<file path="src/pkg/pma_pkg.sv">
// Purpose: shared types and constants of the pixel mix datapath
// Assumes: pixels of 1, 2, 4 or 8 bits, unsigned, in the low bits of a byte
// Notes:   mix codes 0x16..0xff are undefined; the datapath returns dst for them
package pma_pkg;

    localparam int unsigned PIX_W  = 8;
    localparam int unsigned CCM_W  = PIX_W - 1;

    // Pixel size selector
    localparam logic [1:0] BPP_1 = 2'h0;
    localparam logic [1:0] BPP_2 = 2'h1;
    localparam logic [1:0] BPP_4 = 2'h2;
    localparam logic [1:0] BPP_8 = 2'h3;

    // Pattern source selector
    localparam logic [2:0] PAT_MAP_A = 3'h0;
    localparam logic [2:0] PAT_MAP_B = 3'h1;
    localparam logic [2:0] PAT_MAP_C = 3'h2;
    localparam logic [2:0] PAT_ONE   = 3'h3;
    localparam logic [2:0] PAT_SRC   = 3'h4;

    // Mix codes
    localparam logic [7:0] MIX_ZERO    = 8'h00;
    localparam logic [7:0] MIX_AND     = 8'h01;
    localparam logic [7:0] MIX_S_AND_ND = 8'h02;
    localparam logic [7:0] MIX_SRC     = 8'h03;
    localparam logic [7:0] MIX_NS_AND_D = 8'h04;
    localparam logic [7:0] MIX_DST     = 8'h05;
    localparam logic [7:0] MIX_XOR     = 8'h06;
    localparam logic [7:0] MIX_OR      = 8'h07;
    localparam logic [7:0] MIX_NOR     = 8'h08;
    localparam logic [7:0] MIX_XNOR    = 8'h09;
    localparam logic [7:0] MIX_NDST    = 8'h0a;
    localparam logic [7:0] MIX_S_OR_ND = 8'h0b;
    localparam logic [7:0] MIX_NSRC    = 8'h0c;
    localparam logic [7:0] MIX_NS_OR_D = 8'h0d;
    localparam logic [7:0] MIX_NAND    = 8'h0e;
    localparam logic [7:0] MIX_ONES    = 8'h0f;
    localparam logic [7:0] MIX_MAX     = 8'h10;
    localparam logic [7:0] MIX_MIN     = 8'h11;
    localparam logic [7:0] MIX_ADDS    = 8'h12;
    localparam logic [7:0] MIX_SUBDS   = 8'h13;
    localparam logic [7:0] MIX_SUBSD   = 8'h14;
    localparam logic [7:0] MIX_AVG     = 8'h15;

    // Reset values of output registers
    localparam logic [PIX_W-1:0] RST_PIX = 8'h00;

    // Per-pixel input bundle
    typedef struct packed {
        logic [PIX_W-1:0] src;
        logic [PIX_W-1:0] dst;
        logic             pat_a;
        logic             pat_b;
        logic             pat_c;
        logic             mask;
    } pma_pix_in_t;

    // Operation-wide configuration
    typedef struct packed {
        logic [1:0]       bpp;
        logic [2:0]       pat_sel;
        logic             fg_from_map;
        logic             bg_from_map;
        logic [7:0]       foreground_function;
        logic [7:0]       background_function;
        logic [PIX_W-1:0] fg_color;
        logic [PIX_W-1:0] bg_color;
        logic [CCM_W-1:0] carry_mask;
        logic [PIX_W-1:0] bit_mask;
        logic             mask_en;
    } pma_cfg_t;

    typedef struct packed {
        logic [PIX_W-1:0] pix;
        logic             written;
    } pma_pix_out_t;

endpackage : pma_pkg

</file>
<file path="src/core/pma_field_add.sv">
// Purpose: adder with a programmable carry chain, used for add and compare
// Assumes: carry_en bit i lets the carry from bit i into bit i+1
// Notes:   carry out of the top bit goes no further than cout[PIX_W-1]; per-bit carry out is returned
module pma_field_add
    import pma_pkg::*;
(
    input  wire logic [PIX_W-1:0] a,
    input  wire logic [PIX_W-1:0] b,
    input  wire logic [PIX_W-1:0] cin,
    input  wire logic [CCM_W-1:0] carry_en,
    output logic      [PIX_W-1:0] sum,
    output logic      [PIX_W-1:0] cout
);

    logic [PIX_W:0] c;

    assign c[0] = 1'b0;

    genvar i;
    generate
        for (i = 0; i < PIX_W; i++) begin : g_bit
            logic ci;
            // Field base bits take their own carry-in, others the chained carry
            if (i == 0) begin : g_lo
                assign ci = cin[0];
            end else begin : g_hi
                assign ci = carry_en[i-1] ? c[i] : cin[i];
            end
            assign sum[i]  = a[i] ^ b[i] ^ ci;
            assign cout[i] = (a[i] & b[i]) | (ci & (a[i] ^ b[i]));
            assign c[i+1]  = cout[i];
        end
    endgenerate

endmodule : pma_field_add

</file>
<file path="src/core/pma_pixel_mix_alu.sv">
// Purpose: per-pixel source/pattern select, logic and saturating mixes, masks
// Assumes: one pixel per clock; inputs synchronous; result registered
// Notes:   unused high pixel bits are treated as absent and read back as dst
module pma_pixel_mix_alu
    import pma_pkg::*;
(
    input  wire logic              clock,
    input  wire logic              reset_n,
    input  wire logic              pix_valid,
    input  wire pma_pix_in_t       pix_in,
    input  wire pma_cfg_t          cfg,
    input  wire logic [PIX_W-1:0]  cmp_value,
    output pma_pix_out_t           pix_out,
    output logic                   pix_out_valid,
    output logic                   cmp_gt,
    output logic                   cmp_eq,
    output logic                   cmp_lt
);

    // Active bit lanes for a pixel size
    function automatic logic [PIX_W-1:0] lane_mask(input logic [1:0] bpp);
        logic [PIX_W-1:0] m;
        m = 8'h00;
        unique case (bpp)
            BPP_1: m = 8'h01;
            BPP_2: m = 8'h03;
            BPP_4: m = 8'h0f;
            BPP_8: m = 8'hff;
        endcase
        return m;
    endfunction : lane_mask

    // Per-field saturate: a field is a run of bits joined by the carry chain
    function automatic logic [PIX_W-1:0] field_fill(
        input logic [PIX_W-1:0] top_flag,
        input logic [CCM_W-1:0] joined);
        logic [PIX_W-1:0] f;
        f = top_flag;
        for (int k = PIX_W - 2; k >= 0; k--) begin
            if (joined[k]) begin
                f[k] = f[k+1];
            end
        end
        return f;
    endfunction : field_fill

    logic [PIX_W-1:0] lanes;
    logic [PIX_W-1:0] act;
    logic [CCM_W-1:0] chain;
    logic [PIX_W-1:0] field_top;
    logic             pattern;
    logic [7:0]       mix;
    logic [PIX_W-1:0] s;
    logic [PIX_W-1:0] d;
    logic [PIX_W-1:0] add_sum;
    logic [PIX_W-1:0] add_co;
    logic [PIX_W-1:0] sds_sum;
    logic [PIX_W-1:0] sds_co;
    logic [PIX_W-1:0] ssd_sum;
    logic [PIX_W-1:0] ssd_co;
    logic [PIX_W-1:0] cmp_sum;
    logic [PIX_W-1:0] cmp_co;
    logic [PIX_W-1:0] sd_ge;
    logic [PIX_W-1:0] cd_ge;
    logic [PIX_W-1:0] mix_res;
    logic [PIX_W-1:0] new_pix;
    logic             wr_en;
    logic [PIX_W-1:0] lsb_of_field;

    assign lanes = lane_mask(cfg.bpp);
    // Masked-out bits take no part in any arithmetic or compare
    assign act   = lanes & cfg.bit_mask;
    // Carry chain cut at pixel edge; higher mask bits ignored
    // Masked bits stay inside their field as zeros, so a full chain keeps one field
    assign chain = cfg.carry_mask & lanes[PIX_W-1:1];

    // Top bit of each field, used to read each field's carry/borrow
    always_comb begin
        field_top = lanes;
        for (int k = 0; k < CCM_W; k++) begin
            if (chain[k]) begin
                field_top[k] = 1'b0;
            end
        end
    end

    always_comb begin
        lsb_of_field = lanes;
        for (int k = 1; k < PIX_W; k++) begin
            if (chain[k-1]) begin
                lsb_of_field[k] = 1'b0;
            end
        end
    end

    // Pattern source
    always_comb begin
        unique case (cfg.pat_sel)
            PAT_MAP_A: pattern = pix_in.pat_a;
            PAT_MAP_B: pattern = pix_in.pat_b;
            PAT_MAP_C: pattern = pix_in.pat_c;
            PAT_ONE:   pattern = 1'b1;
            PAT_SRC:   pattern = |(pix_in.src & lanes);
            default:   pattern = 1'b1;
        endcase
    end

    // Pattern selects source and mix; fixed colours act as 2-entry table
    always_comb begin
        if (pattern) begin
            s   = cfg.fg_from_map ? pix_in.src : cfg.fg_color;
            mix = cfg.foreground_function;
        end else begin
            s   = cfg.bg_from_map ? pix_in.src : cfg.bg_color;
            mix = cfg.background_function;
        end
    end

    assign d = pix_in.dst & act;

    // Three adders share the carry chain: add, d-s, s-d
    pma_field_add u_add (
        .a        (s & act),
        .b        (d),
        .cin      ({PIX_W{1'b0}}),
        .carry_en (chain),
        .sum      (add_sum),
        .cout     (add_co)
    );

    pma_field_add u_sub_ds (
        .a        (d),
        .b        (~(s & act) & lanes),
        .cin      (lsb_of_field),
        .carry_en (chain),
        .sum      (sds_sum),
        .cout     (sds_co)
    );

    pma_field_add u_sub_sd (
        .a        (s & act),
        .b        (~d & lanes),
        .cin      (lsb_of_field),
        .carry_en (chain),
        .sum      (ssd_sum),
        .cout     (ssd_co)
    );

    // Compare of destination against compare value, same field split
    pma_field_add u_cmp (
        .a        (d),
        .b        (~(cmp_value & act) & lanes),
        .cin      (lsb_of_field),
        .carry_en (chain),
        .sum      (cmp_sum),
        .cout     (cmp_co)
    );

    // Per-field "first >= second" flag spread across each field
    assign sd_ge = field_fill(ssd_co & field_top, chain);
    assign cd_ge = field_fill(cmp_co & field_top, chain);

    always_comb begin
        logic [PIX_W-1:0] ov;
        logic [PIX_W-1:0] ds_ok;
        ov    = field_fill(add_co & field_top, chain);
        ds_ok = field_fill(sds_co & field_top, chain);
        unique case (mix)
            MIX_ZERO:     mix_res = 8'h00;
            MIX_AND:      mix_res = s & d;
            MIX_S_AND_ND: mix_res = s & ~d;
            MIX_SRC:      mix_res = s;
            MIX_NS_AND_D: mix_res = ~s & d;
            MIX_DST:      mix_res = d;
            MIX_XOR:      mix_res = s ^ d;
            MIX_OR:       mix_res = s | d;
            MIX_NOR:      mix_res = ~s & ~d;
            MIX_XNOR:     mix_res = s ^ ~d;
            MIX_NDST:     mix_res = ~d;
            MIX_S_OR_ND:  mix_res = s | ~d;
            MIX_NSRC:     mix_res = ~s;
            MIX_NS_OR_D:  mix_res = ~s | d;
            MIX_NAND:     mix_res = ~s | ~d;
            MIX_ONES:     mix_res = 8'hff;
            MIX_MAX:      mix_res = (sd_ge & s) | (~sd_ge & d);
            MIX_MIN:      mix_res = (sd_ge & d) | (~sd_ge & s);
            MIX_ADDS:     mix_res = add_sum | ov;
            MIX_SUBDS:    mix_res = sds_sum & ds_ok;
            MIX_SUBSD:    mix_res = ssd_sum & sd_ge;
            // Carry out lands in top bit, so shifting it in halves the sum
            MIX_AVG:      mix_res = ({ov[PIX_W-1], add_sum[PIX_W-1:1]} & ~field_top)
                                    | (ov & field_top & act);
            // Reserved codes are software's to avoid; keep dst
            default:      mix_res = d;
        endcase
    end

    // Write-enabled bits take the mix result; others keep old dst
    assign wr_en   = !cfg.mask_en || pix_in.mask;
    assign new_pix = wr_en ? ((mix_res & act) | (pix_in.dst & ~act)) : pix_in.dst;

    pma_pix_out_t out_d, out_q;
    logic         vld_d, vld_q;
    logic         gt_d, eq_d, lt_d, gt_q, eq_q, lt_q;

    always_comb begin
        out_d.pix     = pix_valid ? new_pix : out_q.pix;
        out_d.written = pix_valid && wr_en;
        vld_d         = pix_valid;
        eq_d          = pix_valid ? ((d ^ (cmp_value & act)) == 8'h00) : eq_q;
        gt_d          = pix_valid ? ((|(cd_ge & field_top)) && !eq_d) : gt_q;
        lt_d          = pix_valid ? (!gt_d && !eq_d) : lt_q;
    end

    always_ff @(posedge clock or negedge reset_n) begin
        if (!reset_n) begin
            out_q <= '{pix: RST_PIX, written: 1'b0};
            vld_q <= 1'b0;
            gt_q  <= 1'b0;
            eq_q  <= 1'b0;
            lt_q  <= 1'b0;
        end else begin
            out_q <= out_d;
            vld_q <= vld_d;
            gt_q  <= gt_d;
            eq_q  <= eq_d;
            lt_q  <= lt_d;
        end
    end

    assign pix_out       = out_q;
    assign pix_out_valid = vld_q;
    assign cmp_gt        = gt_q;
    assign cmp_eq        = eq_q;
    assign cmp_lt        = lt_q;

endmodule : pma_pixel_mix_alu

</file>
<file path="config.mk">
export PLATFORM = sky130hd
export DESIGN_NAME = pma_pixel_mix_alu
export DESIGN_NICKNAME = d
export VERILOG_FILES = /design/src/pkg/pma_pkg.sv /design/src/core/pma_field_add.sv /design/src/core/pma_pixel_mix_alu.sv
export SDC_FILE = /design/constraint.sdc
export NUM_CORES = 1
export LEC_CHECK = 0
export ABC_AREA = 1
export BUFFER_PORTS_ARGS = -buffer_cell sky130_fd_sc_hd__clkbuf_2
export CAP_MARGIN = 20
export CORE_UTILIZATION = 50
export CTS_CLUSTER_DIAMETER = 80
export DETAILED_ROUTE_END_ITERATION = 8
export GPL_TIMING_DRIVEN = 0
export PLACE_DENSITY = 0.73
export SLEW_MARGIN = 20
export SYNTH_ARGS = -nofsm -noshare
export SYNTH_HDL_FRONTEND = slang
export SYNTH_HIERARCHICAL = 1
export SYNTH_SLANG_ARGS = --single-unit
</file>
<file path="constraint.sdc">
create_clock -name clock -period 1.1 [get_ports clock]
set_input_delay 0.11 -clock clock [delete_from_list [all_inputs] [get_ports clock]]
set_output_delay 0.11 -clock clock [all_outputs]
set_load 0.005 [all_outputs]
</file>
==> summary.md <==
| Metric | Value |
|---|---|
| Status | complete, but fails checks |
| Violated checks | negative setup slack |
| Post-route cell area | about 7400 µm² |
| Core box area | 10900 µm² |
| DRT antenna net count | 0 |
| Area growth syn-to-layout | 32.5% |
| Worst Tran Pin Value | approximately 800 ps |
| Via/cell ratio | 5.40 |
| Antenna Cells | 0 |
| First-pass GRT wire length | around 32000 µm |
| Syn Std Cell Area | 5620 µm² |
| Clk buf depth | 2 |
| Io pins | 99 |
| Layout cells sized above 1 | 34.6% |
| DP HPWL | approximately 15000 µm |
| Slew Viols, Final | 0 |
| Fmax | 163 MHz |
| Syn_area_per_cell | 5.40 µm² |
| Die height | 108 µm |
| Setup CP Type | input pin to register |
| Worst hold path class | input pin to register |
| Final hold violation count | 0 |
| Min Hold Slack | 75.1 ps |
| Initial drt markers | between 700 and 800 |
| Root Driver | clkbuf_8 |
| Setup slack after layout | -5050 ps |
| Pwr dens | 491 nW/µm² |
| Layout Skew | 0.0809 ps |
| CP Max Fanout | 3 |
| Final WL | 20200 µm |
| Htree depth | 1 |
| Number of global-route vias before repair | roughly 6600 |
| Leakage power | 0.00391 µW |
| Synthesis warning total | 6 |
| Max_cap viols | 0 |
| Min cycle time layout | slightly above 6000 ps |
| RSZ-0062 raised after global routing | yes |
| All-layer global routing usage | 35.2% |
| CTS Buf Count | 3 |
| Die Area | 11700 µm² |
| Initial antenna violation count | 0 |
| Commonest non-fill, non-tap cell in the layout | nand2_1 |
| Initial Utilization | 51.6% |
| Post-Place Cell Area | 6530 µm² |
| Clock Sinks | 13 |
| Die W | roughly 110 µm |
| Final Net Count | about 1300 |
| Remaining Overflow, GRT | 0 |
| Worst Path Arrival | approximately 6300 ps |
| Largest net degree at the start of global routing | 15 |
| Commonest cells after routing, fill and taps aside | nand2_1 (293), inv_1 (137), nor2_1 (101) |
| Slowest cell on the critical path | fa_2 |
| Final setup violation count | 11 |
| CP startpoint kind | input pin |
| WL/cell | 15.1 µm |
| Via count | about 7200 |
| Setup crit end kind | register |
| Worst-skew pair later-pin latency | 250 ps |
| Routability cong. | 0.971 |
| Worst-path clk slew | ~60 ps |
| CTS tree | done |
| Port buffer count | 97 |
| Peak VDD IR | between 500 and 600 µV |
| Most used cell, CP | nand2_2 |
| Relative slew slack | 46.8% |
| DRC viols | 0 |
| FP Rows | 38 |
| Required time of the critical path | 1240 ps |
| Final period util | 559% |
| Worst path max stage delay | 360 ps |
| Post-Syn Instances | 1041 |
| Drt first pass iters | 5 |
registers in the layout (all words and copies together), names as in the netlist:
register	cells
cmp_eq	1
cmp_gt	1
pix_out_valid	1
cmp_lt	1
pix_out	9
worst max-delay path: cells and delay by family:
kind / cells / cell delay [ps]
AO/OA/AOI/OAI: 3 / 360
buffers and inverters: 8 / 640
adder cells (fa/ha/maj): 8 / 2450
AND/OR/NAND/NOR: 34 / 2700
per-stage QoR:
step                worst slack [ps]  total power (µW)  utilization [%]  setup TNS (ps)  instances
CTS                            -4940              3520             66.5          -46740       1331
finish                         -5050              3660             68.4          -47920       1340
global route                   -5430              3970             68.4          -51410       1340
detailed placement             -5990              2830             59.9          -56220       1287
global placement               -5930              2800             59.9          -55680       1287
floorplan                      -4620              2140                -          -42550       1050
layer usage:
metal | up-vias | part of all wire (%) | track usage, %
met5 | - | 0 | 0
met4 | 0 | 3.4 | 12.9
met3 | 52 | 8.6 | 3.68
met2 | 310 | 46 | 56.4
met1 | 3298 | 42 | 48.7
li1 | 3575 | - | -
power breakdown:
group | leakage, µW | internal (µW) | switching [µW]
Clock | 0.0000255 | 251 | 179
Sequential | 0.000158 | 531 | 26.2
Combinational | 0.00373 | 987 | 1680
Total | 0.00391 | 1770 | 1890
what timing repair did:
item                                    CTS  global route
pin swaps                                72            43
hold endpoints to repair                 13             0
gates resized for setup                  97            65
setup buffers                            41            13
hold buffers                              1             0
endpoints found under the setup margin   12            12
final timing paths:
kind / startpoint / depth (start not counted) / slack, ps / to
setup / recovery: cfg[53] / 53 / -5050 / pix_out[2]$_DFFE_PN0P_
hold / removal: pix_valid / 1 / 80 / pix_out_valid$_DFF_PN0_
setup reg to reg: cmp_eq$_DFF_PN0_ / 3 / 270 / cmp_gt$_DFF_PN0_
hold reg to reg: pix_out[1]$_DFFE_PN0P_ / 2 / 480 / pix_out[1]$_DFFE_PN0P_
max in group asynchronous: reset_n / 2 / 550 / pix_out[8]$_DFFE_PN0P_
min in group asynchronous: reset_n / 2 / 300 / pix_out[4]$_DFFE_PN0P_
final cells by class:
class,instances,area (µm²)
Multi-Input combinational cell,838,5060
Fill cell,1047,3440
Timing Repair Buffer,146,967
Inverter,186,744
Sequential cell,13,325
Tap cell,140,175
Buffer,13,126
Clock buffer,3,41.3
Clock inverter,1,5.00
(Power assumes the default switching activity.)
